### src/rtl/sysc_pkg.sv
// Purpose: shared constants and types for the system configuration block
// Assumes: 32-bit avalon-mm data, word-aligned byte addresses
// Notes:   field positions, reset values and counts live here only
package sysc_pkg;

   // ******************************************************************
   // register map
   // ******************************************************************
   localparam logic [3:0]  SYSC_OFS_MEM_WAIT  = 4'h0;
   localparam logic [3:0]  SYSC_OFS_PERIPH    = 4'h4;
   localparam logic [3:0]  SYSC_OFS_STATUS    = 4'h8;

   // ******************************************************************
   // reset values and writable masks
   // ******************************************************************
   localparam logic [15:0] SYSC_MEM_RESET     = 16'h0000;
   localparam logic [15:0] SYSC_MEM_MASK      = 16'h00e7;
   localparam logic [15:0] SYSC_PER_RESET     = 16'h0008;
   localparam logic [15:0] SYSC_PER_MASK      = 16'h1fff;

   // ******************************************************************
   // field positions
   // ******************************************************************
   localparam int SYSC_ROM_LSB   = 5;
   localparam int SYSC_RAM_LSB   = 0;
   localparam int SYSC_S2_RATE   = 12;
   localparam int SYSC_S1_RATE   = 11;
   localparam int SYSC_T2_SEL    = 10;
   localparam int SYSC_PRE_LSB   = 8;
   localparam int SYSC_NEST      = 7;
   localparam int SYSC_BTO_EN    = 6;
   localparam int SYSC_S1_PIN    = 5;
   localparam int SYSC_T0_PRE    = 4;
   localparam int SYSC_T0_EDGE   = 2;
   localparam int SYSC_T1_PRE    = 1;
   localparam int SYSC_T1_PIN    = 0;

   // ******************************************************************
   // wait-state codes, in half internal cycles
   // ******************************************************************
   localparam logic [2:0]  SYSC_WAIT_CODE8    = 3'h0;
   localparam logic [2:0]  SYSC_WAIT_CODE4    = 3'h1;
   localparam logic [2:0]  SYSC_WAIT_CODE2    = 3'h2;
   localparam logic [3:0]  SYSC_WAIT_N8       = 4'h8;
   localparam logic [3:0]  SYSC_WAIT_N4       = 4'h4;
   localparam logic [3:0]  SYSC_WAIT_N2       = 4'h2;
   localparam logic [3:0]  SYSC_WAIT_N0       = 4'h0;
   localparam logic [2:0]  SYSC_HALF_PER_CYC  = 3'h2;

   // ******************************************************************
   // prescaler: divisor in half steps (3.0, 2.5, 2.0, 1.5 doubled)
   // ******************************************************************
   localparam logic [2:0]  SYSC_DIV2_X00      = 3'h6;
   localparam logic [2:0]  SYSC_DIV2_X01      = 3'h5;
   localparam logic [2:0]  SYSC_DIV2_X10      = 3'h4;
   localparam logic [2:0]  SYSC_DIV2_X11      = 3'h3;

   // ******************************************************************
   // bus-timeout watchdog: 128 x 16 internal cycles
   // ******************************************************************
   localparam int          SYSC_BTO_BASE      = 128;
   localparam int          SYSC_BTO_MULT      = 16;
   localparam logic [11:0] SYSC_BTO_CYCLES    =
      12'(SYSC_BTO_BASE * SYSC_BTO_MULT);
   localparam logic [2:0]  SYSC_NEST_LOCK     = 3'h7;

   // timer 0 edge select codes
   typedef enum logic [1:0] {
      SYSC_EDGE_OFF  = 2'h0,
      SYSC_EDGE_RISE = 2'h1,
      SYSC_EDGE_FALL = 2'h2,
      SYSC_EDGE_ANY  = 2'h3
   } sysc_edge_t;

   // decoded configuration bundle handed to the rest of the chip
   typedef struct packed {
      logic       serial2_rate_range;
      logic       serial1_rate_range;
      logic       timer_two_clock_select;
      logic [2:0] base_div_half;
      logic       nesting_allow;
      logic       bus_timeout_enable;
      logic       serial1_pin_select;
      logic       timer_zero_prescale_en;
      sysc_edge_t timer_zero_edge;
      logic       timer_one_prescale_en;
      logic       timer_one_input_select;
   } sysc_periph_t;

   // wait-state decode for the memory side
   typedef struct packed {
      logic [3:0] rom_waits;
      logic [3:0] ram_waits;
   } sysc_wait_t;

endpackage

### src/rtl/sysc_regs.sv
// Purpose: system configuration registers with avalon-mm slave
// Assumes: single clock domain, synchronous active-low reset
// Notes:   drives decoded controls, wait stretching and bus timeout
`timescale 1ns/1ns

// Functional notes
// - rom access-time field sits in bits 7..5, reset to zero
// - ram access-time field sits in bits 2..0, reset to zero
// - codes 000,001,010,011 give 8,4,2,0 wait states
// - wait states count half clocks; two states stretch one clock
// - memory register bits 15..8 and 4..3 do nothing
// - peripheral register bits 15..13 do nothing
// - bit 12 picks serial channel two rate range, 1 means low
// - bit 11 picks serial channel one rate range, 1 means low
// - bit 10 picks timer two clock: xtal/2 or base clock/4
// - bits 9..8 select the base clock prescaler divisor
// - divisor codes 00..11 give 3.0, 2.5, 2.0, 1.5
// - bit 7 low forces level 7 on entry, high allows nesting
// - bit 6 enables the bus-timeout watchdog
// - enabled watchdog flags bus error after 128x16 clocks unacked
// - bit 5 gives port pins 7 and 6 to serial channel one
// - bit 4 selects timer zero prescaler, xtal/2 or xtal/32
// - bits 3..2 select timer zero input edge
// - edge codes: off, rising, falling (reset), any
// - bit 1 selects timer one prescaler, xtal/2 or xtal/32
// - bit 0 routes port bit 5 to timer one input
// - reset clears peripheral register except upper edge bit
module sysc_regs
   import sysc_pkg::*;
(
   input  wire logic        clock,
   input  wire logic        resetn,
   input  wire logic [3:0]  avs_address,
   input  wire logic        avs_read,
   input  wire logic        avs_write,
   input  wire logic [31:0] avs_writedata,
   input  wire logic [3:0]  avs_byteenable,
   output logic [31:0]      avs_readdata,
   output logic             avs_waitrequest,
   output logic [1:0]       avs_response,
   input  wire logic        mem_start,
   input  wire logic        mem_is_rom,
   output logic             mem_busy,
   output logic             mem_done,
   input  wire logic        cyc_active,
   input  wire logic        cyc_ack,
   output logic             bus_error,
   input  wire logic [2:0]  irq_level,
   output logic [2:0]       entry_level,
   output sysc_periph_t     periph_cfg,
   output sysc_wait_t       wait_cfg,
   output logic [1:0]       t2_clk_sel
);

   // ******************************************************************
   // storage
   // ******************************************************************
   logic [15:0]  mem_wait_config_reg;
   logic [15:0]  periph_sys_config_reg;
   logic [31:0]  rdata_reg;
   logic         wait_reg;
   logic [1:0]   resp_reg;
   logic [11:0]  bto_count_reg;
   logic         bus_error_reg;
   logic         bto_seen_reg;
   logic [2:0]   entry_level_reg;
   sysc_periph_t periph_cfg_reg;
   sysc_wait_t   wait_cfg_reg;
   logic [1:0]   t2_clk_sel_reg;
   logic [3:0]   sel_waits;
   logic         req;
   logic         hit_mem;
   logic         hit_per;
   logic         hit_sts;
   logic [15:0]  wdata16;
   logic [15:0]  lane_mask;

   // ******************************************************************
   // bus decode
   // ******************************************************************
   // one wait cycle per access: answer on the edge after request
   assign req      = (avs_read || avs_write) && wait_reg;
   assign hit_mem  = avs_address == SYSC_OFS_MEM_WAIT;
   assign hit_per  = avs_address == SYSC_OFS_PERIPH;
   assign hit_sts  = avs_address == SYSC_OFS_STATUS;
   assign wdata16  = avs_writedata[15:0];
   assign lane_mask = {{8{avs_byteenable[1]}}, {8{avs_byteenable[0]}}};

   // handshake: waitrequest is its own flop, low one cycle per access
   always_ff @(posedge clock) begin
      if (!resetn) begin
         wait_reg <= 1'b1;
         resp_reg <= 2'h0;
      end else begin
         wait_reg <= !req;
         if (req) begin
            // unmapped addresses answer with slave error
            resp_reg <= (hit_mem || hit_per || hit_sts) ? 2'h0 : 2'h2;
         end
      end
   end

   // ******************************************************************
   // configuration registers
   // ******************************************************************
   // memory timing: only rom and ram fields hold state
   always_ff @(posedge clock) begin
      if (!resetn) begin
         mem_wait_config_reg <= SYSC_MEM_RESET;
      end else if (req && avs_write && hit_mem) begin
         mem_wait_config_reg <= (mem_wait_config_reg & ~lane_mask)
            | (wdata16 & lane_mask & SYSC_MEM_MASK);
      end
   end

   // peripheral system: timer zero upper edge bit resets to one
   always_ff @(posedge clock) begin
      if (!resetn) begin
         periph_sys_config_reg <= SYSC_PER_RESET;
      end else if (req && avs_write && hit_per) begin
         periph_sys_config_reg <= (periph_sys_config_reg & ~lane_mask)
            | (wdata16 & lane_mask & SYSC_PER_MASK);
      end
   end

   // read mux; status word shows watchdog and stretch state
   always_ff @(posedge clock) begin
      if (!resetn) begin
         rdata_reg <= 32'h0000_0000;
      end else if (req && avs_read) begin
         if (hit_mem) begin
            rdata_reg <= {16'h0000, mem_wait_config_reg};
         end else if (hit_per) begin
            rdata_reg <= {16'h0000, periph_sys_config_reg};
         end else if (hit_sts) begin
            rdata_reg <= {29'h0, mem_busy, bto_seen_reg, bus_error_reg};
         end else begin
            rdata_reg <= 32'h0000_0000;
         end
      end
   end

   // ******************************************************************
   // decoded controls
   // ******************************************************************
   // wait-state decode; reserved codes fall back to the slowest
   // setting, which is safe if software ignores the reserved rule
   function automatic logic [3:0] sysc_dec_wait(input logic [2:0] c);
      logic [3:0] n;
      n = SYSC_WAIT_N0;
      if (c == SYSC_WAIT_CODE8) begin
         n = SYSC_WAIT_N8;
      end else if (c == SYSC_WAIT_CODE4) begin
         n = SYSC_WAIT_N4;
      end else if (c == SYSC_WAIT_CODE2) begin
         n = SYSC_WAIT_N2;
      end else if (c != 3'h3) begin
         n = SYSC_WAIT_N8;
      end
      return n;
   endfunction

   // prescaler divisor expressed in half steps of the internal clock
   function automatic logic [2:0] sysc_dec_div(input logic [1:0] s);
      logic [2:0] d;
      d = SYSC_DIV2_X00;
      unique case (s)
         2'h0: begin
            d = SYSC_DIV2_X00;
         end
         2'h1: begin
            d = SYSC_DIV2_X01;
         end
         2'h2: begin
            d = SYSC_DIV2_X10;
         end
         2'h3: begin
            d = SYSC_DIV2_X11;
         end
      endcase
      return d;
   endfunction

   // register the decode so every output is a flip-flop
   always_ff @(posedge clock) begin
      if (!resetn) begin
         wait_cfg_reg <= '{rom_waits: SYSC_WAIT_N8, ram_waits: SYSC_WAIT_N8};
      end else begin
         wait_cfg_reg.rom_waits <= sysc_dec_wait(
            mem_wait_config_reg[SYSC_ROM_LSB +: 3]);
         wait_cfg_reg.ram_waits <= sysc_dec_wait(
            mem_wait_config_reg[SYSC_RAM_LSB +: 3]);
      end
   end

   // peripheral controls fan out to serial, timer and port blocks
   always_ff @(posedge clock) begin
      if (!resetn) begin
         periph_cfg_reg <= '0;
         periph_cfg_reg.timer_zero_edge <= SYSC_EDGE_FALL;
         periph_cfg_reg.base_div_half   <= SYSC_DIV2_X00;
      end else begin
         periph_cfg_reg.serial2_rate_range <=
            periph_sys_config_reg[SYSC_S2_RATE];
         periph_cfg_reg.serial1_rate_range <=
            periph_sys_config_reg[SYSC_S1_RATE];
         periph_cfg_reg.timer_two_clock_select <=
            periph_sys_config_reg[SYSC_T2_SEL];
         periph_cfg_reg.base_div_half <= sysc_dec_div(
            periph_sys_config_reg[SYSC_PRE_LSB +: 2]);
         periph_cfg_reg.nesting_allow <=
            periph_sys_config_reg[SYSC_NEST];
         periph_cfg_reg.bus_timeout_enable <=
            periph_sys_config_reg[SYSC_BTO_EN];
         periph_cfg_reg.serial1_pin_select <=
            periph_sys_config_reg[SYSC_S1_PIN];
         periph_cfg_reg.timer_zero_prescale_en <=
            periph_sys_config_reg[SYSC_T0_PRE];
         periph_cfg_reg.timer_zero_edge <= sysc_edge_t'(
            periph_sys_config_reg[SYSC_T0_EDGE +: 2]);
         periph_cfg_reg.timer_one_prescale_en <=
            periph_sys_config_reg[SYSC_T1_PRE];
         periph_cfg_reg.timer_one_input_select <=
            periph_sys_config_reg[SYSC_T1_PIN];
      end
   end

   // timer two source one-hot: bit0 xtal/2, bit1 base clock/4
   always_ff @(posedge clock) begin
      if (!resetn) begin
         t2_clk_sel_reg <= 2'h1;
      end else begin
         t2_clk_sel_reg <= periph_sys_config_reg[SYSC_T2_SEL]
            ? 2'h2 : 2'h1;
      end
   end

   // level placed in the status register on interrupt entry
   always_ff @(posedge clock) begin
      if (!resetn) begin
         entry_level_reg <= SYSC_NEST_LOCK;
      end else begin
         entry_level_reg <= periph_sys_config_reg[SYSC_NEST]
            ? irq_level : SYSC_NEST_LOCK;
      end
   end

   // ******************************************************************
   // bus-timeout watchdog
   // ******************************************************************
   // counts clocks of an unacknowledged cycle; error is a level that
   // holds until the cycle ends, sticky seen bit cleared by status read
   always_ff @(posedge clock) begin
      if (!resetn) begin
         bto_count_reg <= 12'h000;
         bus_error_reg <= 1'b0;
      end else if (!periph_sys_config_reg[SYSC_BTO_EN] || !cyc_active
                   || cyc_ack) begin
         bto_count_reg <= 12'h000;
         bus_error_reg <= 1'b0;
      end else if (bto_count_reg == SYSC_BTO_CYCLES - 12'h1) begin
         bus_error_reg <= 1'b1;
      end else begin
         bto_count_reg <= bto_count_reg + 12'h1;
      end
   end

   // sticky record; a new error in the clearing cycle wins
   always_ff @(posedge clock) begin
      if (!resetn) begin
         bto_seen_reg <= 1'b0;
      end else if (bus_error_reg) begin
         bto_seen_reg <= 1'b1;
      end else if (req && avs_read && hit_sts) begin
         bto_seen_reg <= 1'b0;
      end
   end

   // ******************************************************************
   // wait-state stretcher
   // ******************************************************************
   assign sel_waits = mem_is_rom ? wait_cfg_reg.rom_waits
                                 : wait_cfg_reg.ram_waits;

   sysc_wait_stretch sysc_wait_stretch_inst (
      .clock    (clock),
      .resetn   (resetn),
      .start    (mem_start),
      .waits    (sel_waits),
      .busy_reg (mem_busy),
      .done_reg (mem_done)
   );

   // ******************************************************************
   // outputs
   // ******************************************************************
   assign avs_readdata    = rdata_reg;
   assign avs_waitrequest = wait_reg;
   assign avs_response    = resp_reg;
   assign bus_error       = bus_error_reg;
   assign entry_level     = entry_level_reg;
   assign periph_cfg      = periph_cfg_reg;
   assign wait_cfg        = wait_cfg_reg;
   assign t2_clk_sel      = t2_clk_sel_reg;

endmodule

### src/rtl/sysc_wait_stretch.sv
// Purpose: stretch one memory access by the programmed wait states
// Assumes: start is a one-cycle pulse, waits is in half internal cycles
// Notes:   two wait states make one clock of stretch
`timescale 1ns/1ns
module sysc_wait_stretch
   import sysc_pkg::*;
(
   input  wire logic       clock,
   input  wire logic       resetn,
   input  wire logic       start,
   input  wire logic [3:0] waits,
   output logic            busy_reg,
   output logic            done_reg
);

   logic [2:0] left_reg;

   // count down whole clocks; an odd half state is not reachable
   always_ff @(posedge clock) begin
      if (!resetn) begin
         left_reg <= 3'h0;
         busy_reg <= 1'b0;
         done_reg <= 1'b0;
      end else begin
         done_reg <= 1'b0;
         if (start && !busy_reg) begin
            if (waits == SYSC_WAIT_N0) begin
               done_reg <= 1'b1;
            end else begin
               left_reg <= 3'(waits / 4'(SYSC_HALF_PER_CYC));
               busy_reg <= 1'b1;
            end
         end else if (busy_reg) begin
            if (left_reg == 3'h1) begin
               busy_reg <= 1'b0;
               done_reg <= 1'b1;
            end
            left_reg <= left_reg - 3'h1;
         end
      end
   end

endmodule

### config.mk
export PLATFORM = sky130hd
export DESIGN_NAME = sysc_regs
export DESIGN_NICKNAME = d
export VERILOG_FILES = /design/src/rtl/sysc_pkg.sv /design/src/rtl/sysc_regs.sv /design/src/rtl/sysc_wait_stretch.sv
export SDC_FILE = /design/constraint.sdc
export NUM_CORES = 1
export LEC_CHECK = 0
export ABC_CLOCK_PERIOD_IN_PS = 1860
export BUFFER_PORTS_ARGS = -buffer_cell sky130_fd_sc_hd__buf_2
export CAP_MARGIN = 40
export CORE_MARGIN = 2
export CORE_UTILIZATION = 50
export DETAILED_ROUTE_END_ITERATION = 10
export HOLD_SLACK_MARGIN = 0.12
export PLACE_DENSITY = 0.79
export SETUP_SLACK_MARGIN = 0.15
export SYNTH_ARGS = -nofsm -noshare
export SYNTH_HDL_FRONTEND = slang
export SYNTH_SLANG_ARGS = --single-unit
### constraint.sdc
create_clock -name clock -period 1.86 [get_ports clock]
set_clock_uncertainty 0.15 [all_clocks]
set_input_delay 0.279 -clock clock [delete_from_list [all_inputs] [get_ports clock]]
set_output_delay 0.279 -clock clock [all_outputs]
set_load 0.02 [all_outputs]
== Word-level counts from Yosys, hierarchy flattened ==
Index checks and enable logic that the tools add are counted.
W data, S select, Z words.

* Add/subtract/negate cells: 2
* Equality and inequality tests: 14
* Muxes and demuxes: 26
* Bitwise gates (word level): 7
* Reductions and logical operators: 32

{| class="wikitable"
|+ Operators by type and width
! operator !! number
|-
| $and A16 B16 Y16 || 2
|-
| $mux W16 || 2
|-
| $mux W4 || 7
|-
| $not A16 Y16 || 1
|-
| $or A16 B13 Y16 || 1
|-
| $or A16 B8 Y16 || 1
|-
| $and A13 B13 Y13 || 1
|-
| $add A12 B1 Y12 const B || 1
|-
| $eq A12 B11 Y1 const B || 1
|-
| $mux W3 || 4
|-
| $pmux W3 S4 || 1
|-
| $mux W1 || 10
|-
| $eq A3 B1 Y1 const B || 3
|-
| $logic_not A4 Y1 || 2
|-
| $reduce_or A4 Y1 || 2
|-
| $logic_and A1 B1 Y1 || 7
|-
| $eq A3 B2 Y1 const B || 2
|-
| $logic_not A3 Y1 || 2
|-
| $ne A3 B2 Y1 const B || 2
|-
| $reduce_or A2 Y1 || 3
|-
| $reduce_or A3 Y1 || 2
|-
| $logic_or A1 B1 Y1 || 5
|-
| $eq A2 B2 Y1 const B || 2
|-
| $eq A4 B3 Y1 const B || 1
|-
| other kinds (10) || 16
|}

* Bits in registers: 113
* Bits of input ports: 51
* Output and inout port bits: 65
* Logic and storage cells: 111

== Depth between registers and ports, before layout ==
Gate-level depths: netlist (run 1).

* Depth after elaboration: 6
* Mapped depth: 6
* Depth with buffers taken out: 6

== Cells and area by module ==
Synthesis (run 1) repeated with hierarchy kept, for this count alone.

* Cell total of the unflattened synthesis: 401
* Area, all modules: 3880.0 µm²

{| class="wikitable"
|+ Modules (own cells, without submodules)
! module !! instances !! cells an instance !! area each (µm²) !! seq. area each (µm²)
|-
| sysc_regs || 1 || 366 || 3578.4 || 1761.7
|-
| sysc_wait_stretch || 1 || 35 || 301.5 || 100.1
|}

== Worst setup path after synthesis (run 1) ==
Ideal clock, no wire load.

* Path type: input-to-reg
* From: input avs_address[3]
* To: register (tool-made name)
* Setup time: 0.128 ns
* Data arrival time: 1.441 ns
* Data required time: 1.582 ns
* Slack: 0.142 ns
* Stages on the path: 6
* Buffers on the path: 2
* Path through: buf_2 -> nor4b_4 -> and4_1 -> buf_6 -> mux2i_1 -> nand2_1

{| class="wikitable"
|+ RTL lines
! item !! line !! text
|-
| start: declaration || sysc_regs.sv:33 || <nowiki>input wire logic [3:0] avs_address,</nowiki>
|}

== Worst setup path in the final report (run 1) ==
* From: register bto_count_reg[1]
* To: register bto_count_reg[2]

* Cells in the longest elaborated chain, start to end: 1
* Elaborated cells on any way between the ends: 2
* Classes of those cells: add/sub: 1; eq/ne: 1

{| class="wikitable"
|+ RTL lines
! item !! line !! text
|-
| start: declaration || sysc_regs.sv:63 || <nowiki>logic [11:0] bto_count_reg;</nowiki>
|-
| start signal: assignment || sysc_regs.sv:264 || <nowiki>bto_count_reg <= bto_count_reg + 12'h1;</nowiki>
|-
| $add A12 B1 Y12 or $eq A12 B11 Y1 (tied branches) || sysc_regs.sv:264, sysc_regs.sv:261 ||
|}

Parallel ways exist; a longest one is shown, timed or not.
A chain may end at the register's enable or synchronous reset.

==> results of run 1 <==
## layout by cell type (no fill, tap or decap), drive strengths merged, types with 8 or more instances in the layout
cell type    count
buf             95
and2            17
o21ai           18
dfxtp           93
clkbuf          10
a21oi           16
conb            19
dlygate4sd3     17
a221oi          13
nor2            46
nand3            8
nand2           23
mux2i           21
inv             12
## per-stage QoR
step           worst slack [ns]  total power [µW]
2_1_floorplan            0.1986              2322
3_3_place_gp            0.01266              2403
3_5_place_dp           -0.04489              2414
4_1_cts                  0.1523              3765
5_1_grt                 0.08970              3907
6_report                 0.1381              3742
## cell families after synthesis
| logic type | Yosys count | share of synthesized area [%] |
|---|---|---|
| xor gates and xnor gates | 6 | 1.434 |
| muxes | 21 | 5.736 |
| buffers and inverters | 48 | 7.272 |
| other | 1 | 0.1023 |
| AOI/OAI and AO/OA | 70 | 12.60 |
| and+or+nand+nor | 135 | 19.67 |
| adders and majority gates | 7 | 2.390 |
| DFF | 93 | 50.80 |
## report_power, final
part / internal, µW / switching [µW]
clock network: 633 / 707
logic: 133 / 211
registers: 2030 / 31.2
total: 2790 / 950
## area by class of cell
type                            count  share of cell area (%)
Timing Repair Buffer              112                   15.32
Multi-Input combinational cell    258                   35.55
Clock inverter                      6                   1.598
Clock buffer                       10                   2.811
Sequential cell                    93                   41.09
Inverter                           11                  0.9093
Tap cell                           99                   2.728
## timing repair
action                     4_1_cts  5_1_grt
setup endpoints to repair        2       18
pin swaps                        0        1
resized for setup                1        4
hold endpoints to repair        24        0
hold buffers                    17        0
buffers inserted                 0        1
## per-layer routing
metal	wire length, µm	track usage, %	share of wire [%]	up-vias
li1	-	-	-	1510
met1	3623	25.63	43	1467
met2	4170	34.96	50	101
met3	439	4.205	5.2	17
met4	154	10.45	1.8	0
met5	0	0	0	-
## critical path: cells and delay by family, from the launching register on
| kind | cells | cell delay, ns |
|---|---|---|
| compound gates | 1 | 0.22 |
| fa+ha+maj | 1 | 0.23 |
| buf+inv | 1 | 0.06 |
| flops | 1 | 0.37 |
| simple gates | 1 | 0.61 |
## worst min-delay path by stage
stage / end / cells after the start
floorplan: entry_level[0]$_SDFF_PN1_ / 1
global placement: t2_clk_sel[0]$_SDFF_PN1_ / 1
detailed placement: t2_clk_sel[0]$_SDFF_PN1_ / 1
CTS: avs_waitrequest$_SDFF_PN1_ / 3
global route: avs_waitrequest$_SDFF_PN1_ / 3
finish: avs_waitrequest$_SDFF_PN1_ / 3
==> impl_metrics.tcl, run 1 <==
set metrics [dict create \
    status "finished, final reports clean" \
    min_period_over_period_pct 92.58 \
    postSynthRegisterBits 93 \
    ctsRootBufferMaster "sky130_fd_sc_hd__clkbuf_8" \
    synth_most_common_cell "sky130_fd_sc_hd__dfxtp_1" \
    holdCritPathClass "in2reg" \
    report.final.slew_viol_count 0 \
    route.detailed.wl_per_inst_um 14.24 \
    timing.critical_path.arrival_ns 1.85 \
    cp_data_required_time_ns 1.99 \
    number_of_buffers_added_by_the_clock_tree_synthesis_step 9 \
    multi_input_logic_area_um2 1614 \
    drt_drc_violations_left 0 \
    synth-warning-count 0 \
    power_per_cell_area_nw_per_um2 824.2 \
    buffer_ports.inserted 75 \
    setup_tns_ns 0 \
    power.leakage_uw 0.001969 \
    finish.utilization_pct 63.28 \
    fin_crit_ns 1.722 \
    syn-cell-area_um2 3665 \
    fin_area_um2 4541 \
    io_pins 116 \
    antenna_found_initial 0 \
    areaGrowthSynthToFinish_pct 23.90 \
    rows 31 \
    critPathCapture "bto_count_reg[2]$_SDFFE_PP0P_" \
    synthTopCellsByArea "sky130_fd_sc_hd__dfxtp_1 51%, sky130_fd_sc_hd__mux2i_1 5.7%, sky130_fd_sc_hd__nor2_1 4.7%" \
    postSynthCellCount 381 \
    critPathMaxFanout 5 \
    synth_top_area_cell "sky130_fd_sc_hd__dfxtp_1" \
    critical_path.max_stage_delay_ns 0.61 \
    fp.dieW_um 89.61 \
    grt_remaining_overflow 0 \
    sequential_cell_area_um2 1866 \
    vias 3095 \
    htree_num_levels 3 \
    antenna_cells_inserted 0 \
    critPathCaptureType "flip-flop" \
    grt_use_total_pct 20.92 \
    maximum_buffer_depth_of_the_clock_tree 2 \
    postPlaceCellArea_um2 4149 \
    start_util_pct 51.07 \
    cap_viol_max_count 0 \
    rsz_0062_raised_after_global_routing "yes" \
    synthDominantCellAreaShare_pct 50.80 \
    setup_viol 0 \
    finalHoldWorstSlack_ns 0.1470 \
    startpoint "bto_count_reg[1]$_SDFFE_PP0P_" \
    post_synth.cell_area_avg_um2 9.619 \
    worstHoldStart "avs_read" \
    cts_clk_pin_slew_worst_paths_ns 0.09 \
    synthArstFlopShare_pct 0 \
    timing.rr.start "bto_count_reg[1]$_SDFFE_PP0P_" \
    placed_cells 555 \
    clock-sinks 93 \
    crit_path_start_kind "flip-flop" \
    drive_gt1_share_pct 24.90 \
    finalNonFillerCells 589 \
    synth_edf_count 0 \
    crit_chain "ha_2, inv_1, or4_1, a31oi_1" \
    max_freq_mhz 580.8 \
    largest_net_degree_at_the_start_of_global_routing 23 \
    critical-path-slowest-cell "sky130_fd_sc_hd__or4_1" \
    floorplan.die_area_um2 8030 \
    floorplan.core_area_um2 7176 \
    synth_common_cells "93 x sky130_fd_sc_hd__dfxtp_1, 46 x sky130_fd_sc_hd__nor2_1, 23 x sky130_fd_sc_hd__nand2_1, 21 x sky130_fd_sc_hd__mux2i_1, 20 x sky130_fd_sc_hd__buf_4" \
    finalWeightedCongestion 0.8527 \
    floorplan.die.height_um 89.61 \
    post-dp-hpwl_um 5890 \
    seq_area_frac_synth_pct 50.80 \
    yosys_most_used_dff "sky130_fd_sc_hd__dfxtp_1" \
    antenna_left 0 \
    clock_latency_ns 0.36 \
    synth_cell_types 47 \
    vias_per_cell 5.255 \
    finalHoldViolations 0 \
    ir_worst_vdd_uv 414.3 \
    regToRegSetupSlack_ns 0.14 \
    tritoncts "built" \
    dr.pass1.iters 4 \
    first_pass_grt_wire_length_um 12850 \
    initialDrtViolationCount 174 \
    rr_worst_depth 4 \
    final_nets 543 \
    route.final.wire_length_um 8387 \
    first_global_vias 2830 \
    timing_worst_setup_path_type "reg2reg" \
    r2r_end "bto_count_reg[2]$_SDFFE_PP0P_" \
    layout.filler_cells 606 \
]
Note: power is estimated with default switching activity, not from simulation.
==> inputs of run 2 (changes only) <==
PLACE_DENSITY = 0.84   (was 0.79)
==> run 2 against run 1 <==
Setup slack gained 0.083 ns. Design area decreased by 0.91%. Critical endpoint unchanged. Die area is the same. Largest cell class unchanged. Combinational power about the same. Worst hold slack worse by 0.014 ns. Cell count down 0.51%. Total power shrank 3.5%. Sequential power hardly changed. Critical path depth did not move. Utilization decreased by 0.58 points. Wire length is 2.4% lower. First-iteration DRC count up 9.2%.
==> impl_metrics.tcl, run 2 (synthesis gave the netlist of run 1 again) <==
set metrics [dict create \
    status "finished, final reports clean" \
    setup_viol 0 \
    io_pins 116 \
    fin_crit_ns 1.639 \
    holdCritPathClass "in2reg" \
    max_slew.worst_pin.slew_ns 0.5711 \
    cts_clk_pin_slew_worst_paths_ns 0.09 \
    first_global_vias 2784 \
    ir_worst_vdd_uv 343.7 \
    crit_path_start_kind "flip-flop" \
    grt_use_total_pct 20.68 \
    areaGrowthSynthToFinish_pct 22.77 \
    route.final.wire_length_um 8184 \
    finalHoldViolations 0 \
    buffer_ports.inserted 75 \
    clock-sinks 93 \
    vias 3094 \
    critPathCaptureType "flip-flop" \
    floorplan.core_area_um2 7176 \
    first_pass_grt_wire_length_um 12750 \
    number_of_buffers_added_by_the_clock_tree_synthesis_step 9 \
    setup_tns_ns 0 \
    vias_per_cell 5.280 \
    power.leakage_uw 0.001943 \
    sink_of_the_worst_hold_path "avs_waitrequest$_SDFF_PN1_" \
    antenna_left 0 \
    timing_worst_setup_path_type "reg2reg" \
    rr_worst_depth 4 \
    rows 31 \
    worstHoldStart "avs_read" \
    largest_net_degree_at_the_start_of_global_routing 22 \
    power_per_cell_area_nw_per_um2 802.4 \
    worst_hold_path.num_cells 3 \
    rsz_0062_raised_after_global_routing "yes" \
    post-dp-hpwl_um 5674 \
    htree_num_levels 3 \
    start_util_pct 51.07 \
    floorplan.die_area_um2 8030 \
    timing.critical_path.arrival_ns 1.77 \
    power.total_uw 3610 \
    timing.rr.start "bto_count_reg[1]$_SDFFE_PP0P_" \
    slew_headroom_pct 61.42 \
    layout.filler_cells 597 \
    global_route.usage.met3_pct 4.113 \
    cap_viol_max_count 0 \
    min_period_over_period_pct 88.11 \
    antenna_found_initial 0 \
    tritoncts "built" \
    initialDrtViolationCount 190 \
    mostFrequentLayoutCell "sky130_fd_sc_hd__dfxtp_1" \
    regToRegSetupSlack_ns 0.22 \
    r2r_end "bto_count_reg[2]$_SDFFE_PP0P_" \
    cp_data_required_time_ns 1.99 \
    max_freq_mhz 610.2 \
    route.detailed.wl_per_inst_um 13.97 \
    ctsRootBufferMaster "sky130_fd_sc_hd__clkbuf_8" \
    finalHoldWorstSlack_ns 0.1327 \
    drt_drc_violations_left 0 \
    antenna_cells_inserted 0 \
    maximum_buffer_depth_of_the_clock_tree 2 \
    dr.pass1.iters 5 \
    final_cell_mix "92 x sky130_fd_sc_hd__dfxtp_1, 75 x sky130_fd_sc_hd__buf_2, 46 x sky130_fd_sc_hd__nor2_1, 23 x sky130_fd_sc_hd__nand2_1, 21 x sky130_fd_sc_hd__mux2i_1" \
    finalWeightedCongestion 0.8684 \
    clock_latency_ns 0.36 \
    grt_remaining_overflow 0 \
    fp.dieW_um 89.61 \
    critPathMaxFanout 5 \
    globalRouteMet1Util_pct 26.25 \
    drive_gt1_share_pct 24.23 \
    final_nets 540 \
    report.final.slew_viol_count 0 \
    floorplan.die.height_um 89.61 \
    met2_usage_pct 33.29 \
    global_route.peak_usage_layer "met2" \
]
[run 2: worst max-delay path: stages, from the launching register on]
cell and delay [ns]:
sky130_fd_sc_hd__dfxtp_2 0.37, sky130_fd_sc_hd__ha_2 0.22, sky130_fd_sc_hd__inv_1 0.06, sky130_fd_sc_hd__or4_4 0.56
sky130_fd_sc_hd__a31oi_1 0.19
[run 2: layout make-up]
class | instances | area [µm²] | area share, %
multi-input cells | 258 | 1610 | 35.79
inverters | 11 | 41.29 | 0.9177
clock buffers | 11 | 141.4 | 3.142
flip-flops and latches | 93 | 1863 | 41.41
well taps | 99 | 123.9 | 2.753
clock inverters | 5 | 36.28 | 0.8065
repair buffers | 109 | 683.2 | 15.18
[run 2: worst max path at each step]
stage / start / slack, ns / to
6_report: bto_count_reg[1]$_SDFFE_PP0P_ / 0.22 / bto_count_reg[2]$_SDFFE_PP0P_
2_1_floorplan: bto_count_reg[0]$_SDFFE_PP0P_ / 0.20 / bto_count_reg[1]$_SDFFE_PP0P_
4_1_cts: bto_count_reg[1]$_SDFFE_PP0P_ / 0.16 / bto_count_reg[2]$_SDFFE_PP0P_
5_1_grt: bto_count_reg[3]$_SDFFE_PP0P_ / 0.12 / bto_count_reg[11]$_SDFFE_PP0P_
3_5_place_dp: avs_address[0] / -0.04 / periph_sys_config_reg[14]$_SDFFE_PN0P_
3_3_place_gp: avs_address[0] / 0.002 / periph_sys_config_reg[14]$_SDFFE_PN0P_
[run 2: layer usage]
layer  vias up  part of all wire, %
li1       1498                    -
met1      1466                   45
met2       115                   48
met3        15                  5.6
met4         0                  2.2
met5         -                    0
[run 2: metrics by stage]
step	utilization, %	area [µm²]	setup WS (ns)	std cells
2_1_floorplan	-	3732	0.1986	399
6_report	62.70	4499	0.2212	586
5_1_grt	62.70	4499	0.1178	586
3_5_place_dp	57.68	4139	-0.04259	552
3_3_place_gp	57.68	4139	0.001877	552
4_1_cts	62.55	4488	0.1577	585
[run 2: where the power goes]
| part | leakage (µW) | switching (µW) | internal [µW] |
|---|---|---|---|
| logic | 0.00111 | 214 | 132 |
| registers | 0.000754 | 28.3 | 2030 |
| clock network | 0.0000815 | 689 | 522 |
[run 2: what timing repair did]
item	4_1_cts	5_1_grt
setup endpoints to repair	5	8
hold buffers	16	0
resized for setup	2	1
hold endpoints to repair	22	0
buffers inserted	1	1
pin swaps	1	1
==> inputs of run 3 (changes only) <==
CORE_UTILIZATION = 51   (was 50)
SYNTH_HIERARCHICAL = 1   (was unset)
==> run 3 against run 2 <==
Maximum frequency decreased by 10%. Via count decreased by 0.55%. Non-clock buffer count increased by 6. Critical endpoint is now sysc_wait_stretch_inst/left_reg[0]$_SDFFE_PN0P_.
==> impl_metrics.tcl, run 3 <==
set metrics [dict create \
    status "finished, final reports clean" \
    synthTopCellsByArea "sky130_fd_sc_hd__dfxtp_1 48%, sky130_fd_sc_hd__mux2i_1 7.5%, sky130_fd_sc_hd__nor2b_1 5.0%" \
    synth-warning-count 6 \
    synth_common_cells "93 x sky130_fd_sc_hd__dfxtp_1, 31 x sky130_fd_sc_hd__nor2b_1, 29 x sky130_fd_sc_hd__mux2i_1, 29 x sky130_fd_sc_hd__nand2_1, 21 x sky130_fd_sc_hd__and2_1" \
    postPlaceCellArea_um2 4379 \
    yosys_most_used_dff "sky130_fd_sc_hd__dfxtp_1" \
    drt_drc_violations_left 0 \
    max_slew.worst_pin.slew_ns 0.5239 \
    share_clk_of_total_power_pct 35.0 \
    power_per_cell_area_nw_per_um2 743.3 \
    cap_viol_max_count 0 \
    floorplan.die.height_um 91.22 \
    areaGrowthSynthToFinish_pct 22.96 \
    grt_remaining_overflow 0 \
    power.switching_fraction_pct 25.03 \
    antenna_found_initial 0 \
    max_freq_mhz 547.3 \
    synth_cell_types 51 \
    ir_worst_vdd_uv 561.2 \
    first_pass_grt_wire_length_um 13680 \
    clock_latency_ns 0.35 \
    post_synth.cell_area_avg_um2 9.676 \
    pwr-share-comb_pct 7.9 \
    synth_top_area_cell "sky130_fd_sc_hd__dfxtp_1" \
    start_util_pct 53.21 \
    rows 31 \
    route.final.wire_length_um 8101 \
    setup_ws_pre_cts_ns -0.05789 \
    buffer_ports.inserted 75 \
    dr.pass1.iters 4 \
    finalWeightedCongestion 0.8183 \
    antenna_cells_inserted 0 \
    tritoncts "built" \
    share_of_power_burned_in_registers_pct 57.1 \
    final_nets 565 \
    post-dp-hpwl_um 5743 \
    rsz_0062_raised_after_global_routing "yes" \
    worstHoldStart "resetn" \
    fin_area_um2 4771 \
    vias_per_cell 5.036 \
    postSynthCellCount 401 \
    timing.critical_path.arrival_ns 1.95 \
    synthArstFlopShare_pct 0 \
    seq_area_frac_synth_pct 47.98 \
    route.detailed.wl_per_inst_um 13.26 \
    slew_headroom_pct 65.00 \
    vias 3077 \
    rr_worst_depth 4 \
    floorplan.core_area_um2 7292 \
    io_pins 116 \
    fin_crit_ns 1.827 \
    critPathCapture "sysc_wait_stretch_inst/left_reg[0]$_SDFFE_PN0P_" \
    syn-cell-area_um2 3880 \
    floorplan.die_area_um2 8321 \
    min_period_over_period_pct 98.23 \
    p_int_uw 2659 \
    cp_data_required_time_ns 1.99 \
    synth_most_common_cell "sky130_fd_sc_hd__dfxtp_1" \
    cts_clk_pin_slew_worst_paths_ns 0.09 \
    timing_worst_setup_path_type "reg2reg" \
    timing.rr.start "wait_cfg[1]$_SDFF_PP0_" \
    r2r_end "sysc_wait_stretch_inst/left_reg[0]$_SDFFE_PN0P_" \
    power.leakage_uw 0.002120 \
    report.final.slew_viol_count 0 \
    worst_slack_ns 0.03288 \
    drive_gt1_share_pct 26.56 \
    finalHoldViolations 0 \
    fp.dieW_um 91.22 \
    postSynthRegisterBits 93 \
    final_cell_mix "87 x sky130_fd_sc_hd__dfxtp_1, 75 x sky130_fd_sc_hd__buf_2, 31 x sky130_fd_sc_hd__nor2b_1, 29 x sky130_fd_sc_hd__nand2_1, 29 x sky130_fd_sc_hd__mux2i_1" \
    maximum_buffer_depth_of_the_clock_tree 2 \
    number_of_buffers_added_by_the_clock_tree_synthesis_step 9 \
    synthDominantCellAreaShare_pct 47.98 \
    initialDrtViolationCount 166 \
    power.total_uw 3546 \
    ctsRootBufferMaster "sky130_fd_sc_hd__clkbuf_8" \
    antenna_left 0 \
    regToRegSetupSlack_ns 0.03 \
    crit_path_start_kind "flip-flop" \
    htree_num_levels 3 \
    synth_edf_count 0 \
    setup_viol 0 \
    finalHoldWorstSlack_ns 0.1267 \
    holdCritPathClass "in2reg" \
    power.switching_uw 887.4 \
    setup_tns_ns 0 \
    grt_use_total_pct 20.24 \
    mostFrequentLayoutCell "sky130_fd_sc_hd__dfxtp_1" \
    critPathCaptureType "flip-flop" \
    critPathMaxFanout 4 \
    first_global_vias 2933 \
    clock-sinks 93 \
    largest_net_degree_at_the_start_of_global_routing 34 \
    startpoint "wait_cfg[1]$_SDFF_PP0_" \
]
run 3: changes by cell type after synthesis, moves of 6 or more:
cell                       change
sky130_fd_sc_hd__a21boi_0      +9
sky130_fd_sc_hd__a221oi_1     -13
sky130_fd_sc_hd__mux2i_1       +8
sky130_fd_sc_hd__nand2_1       +6
sky130_fd_sc_hd__nor2_1       -35
sky130_fd_sc_hd__nor2b_1      +28
sky130_fd_sc_hd__nor3_1       +10
sky130_fd_sc_hd__o21ai_0      -12
run 3: power by group through the flow:
stage,registers [µW],logic [µW],clock network [µW]
2_1_floorplan,2070,195,0
3_3_place_gp,2070,243,0
3_5_place_dp,2070,250,0
4_1_cts,2020,277,1270
5_1_grt,2030,306,1360
6_report,2030,279,1240
run 3: kinds of logic after synthesis:
kind of cell	synth area share, %
XOR/XNOR	0.6773
buffers and inverters	7.675
other	0.09665
adder cells (fa/ha/maj)	2.257
multiplexers	8.642
AO/OA/AOI/OAI	10.74
AND/OR/NAND/NOR	21.93
flip-flops	47.98
run 3: worst min path at each step:
| stage | cells past startpoint | to |
|---|---|---|
| floorplan | 1 | entry_level[0]$_SDFF_PN1_ |
| global placement | 1 | mem_wait_config_reg[12]$_SDFFE_PN0P_ |
| detailed placement | 1 | mem_wait_config_reg[11]$_SDFFE_PN0P_ |
| CTS | 3 | sysc_wait_stretch_inst/left_reg[0]$_SDFFE_PN0P_ |
| global route | 2 | periph_cfg[6]$_SDFF_PN0_ |
| finish | 2 | periph_cfg[6]$_SDFF_PN0_ |
run 3: critical path: stages (launching register included):
cell,delay (ns)
sky130_fd_sc_hd__dfxtp_4,0.34
sky130_fd_sc_hd__mux2_4,0.27
sky130_fd_sc_hd__or4_4,0.54
sky130_fd_sc_hd__a21o_2,0.23
sky130_fd_sc_hd__a221oi_2,0.21
run 3: through the flow:
step	util (%)	std cells
5_1_grt	65.43	611
3_3_place_gp	60.05	574
2_1_floorplan	-	421
4_1_cts	64.77	606
6_report	65.43	611
3_5_place_dp	60.05	574
run 3: layer usage:
metal	track usage, %	vias up	routed length [µm]
met2	33.46	66	3974
met4	10.98	0	271
met1	24.87	1443	3618
met5	0	-	0
li1	-	1546	-
met3	3.817	22	237
run 3: area by class of cell:
class / count / area, µm²
fillers: 599 / 2521
flip-flops and latches: 93 / 1872
multi-input cells: 273 / 1807
repair buffers: 115 / 728.2
clock buffers: 10 / 137.6
well taps: 99 / 123.9
inverters: 15 / 56.30
clock inverters: 6 / 46.29
run 3: what timing repair did:
action	in CTS	in global routing
setup buffers	0	5
hold buffers	16	0
endpoints found under the setup margin	3	15
pin swaps	0	8
gates resized for setup	0	5
endpoints found under the hold margin	22	0
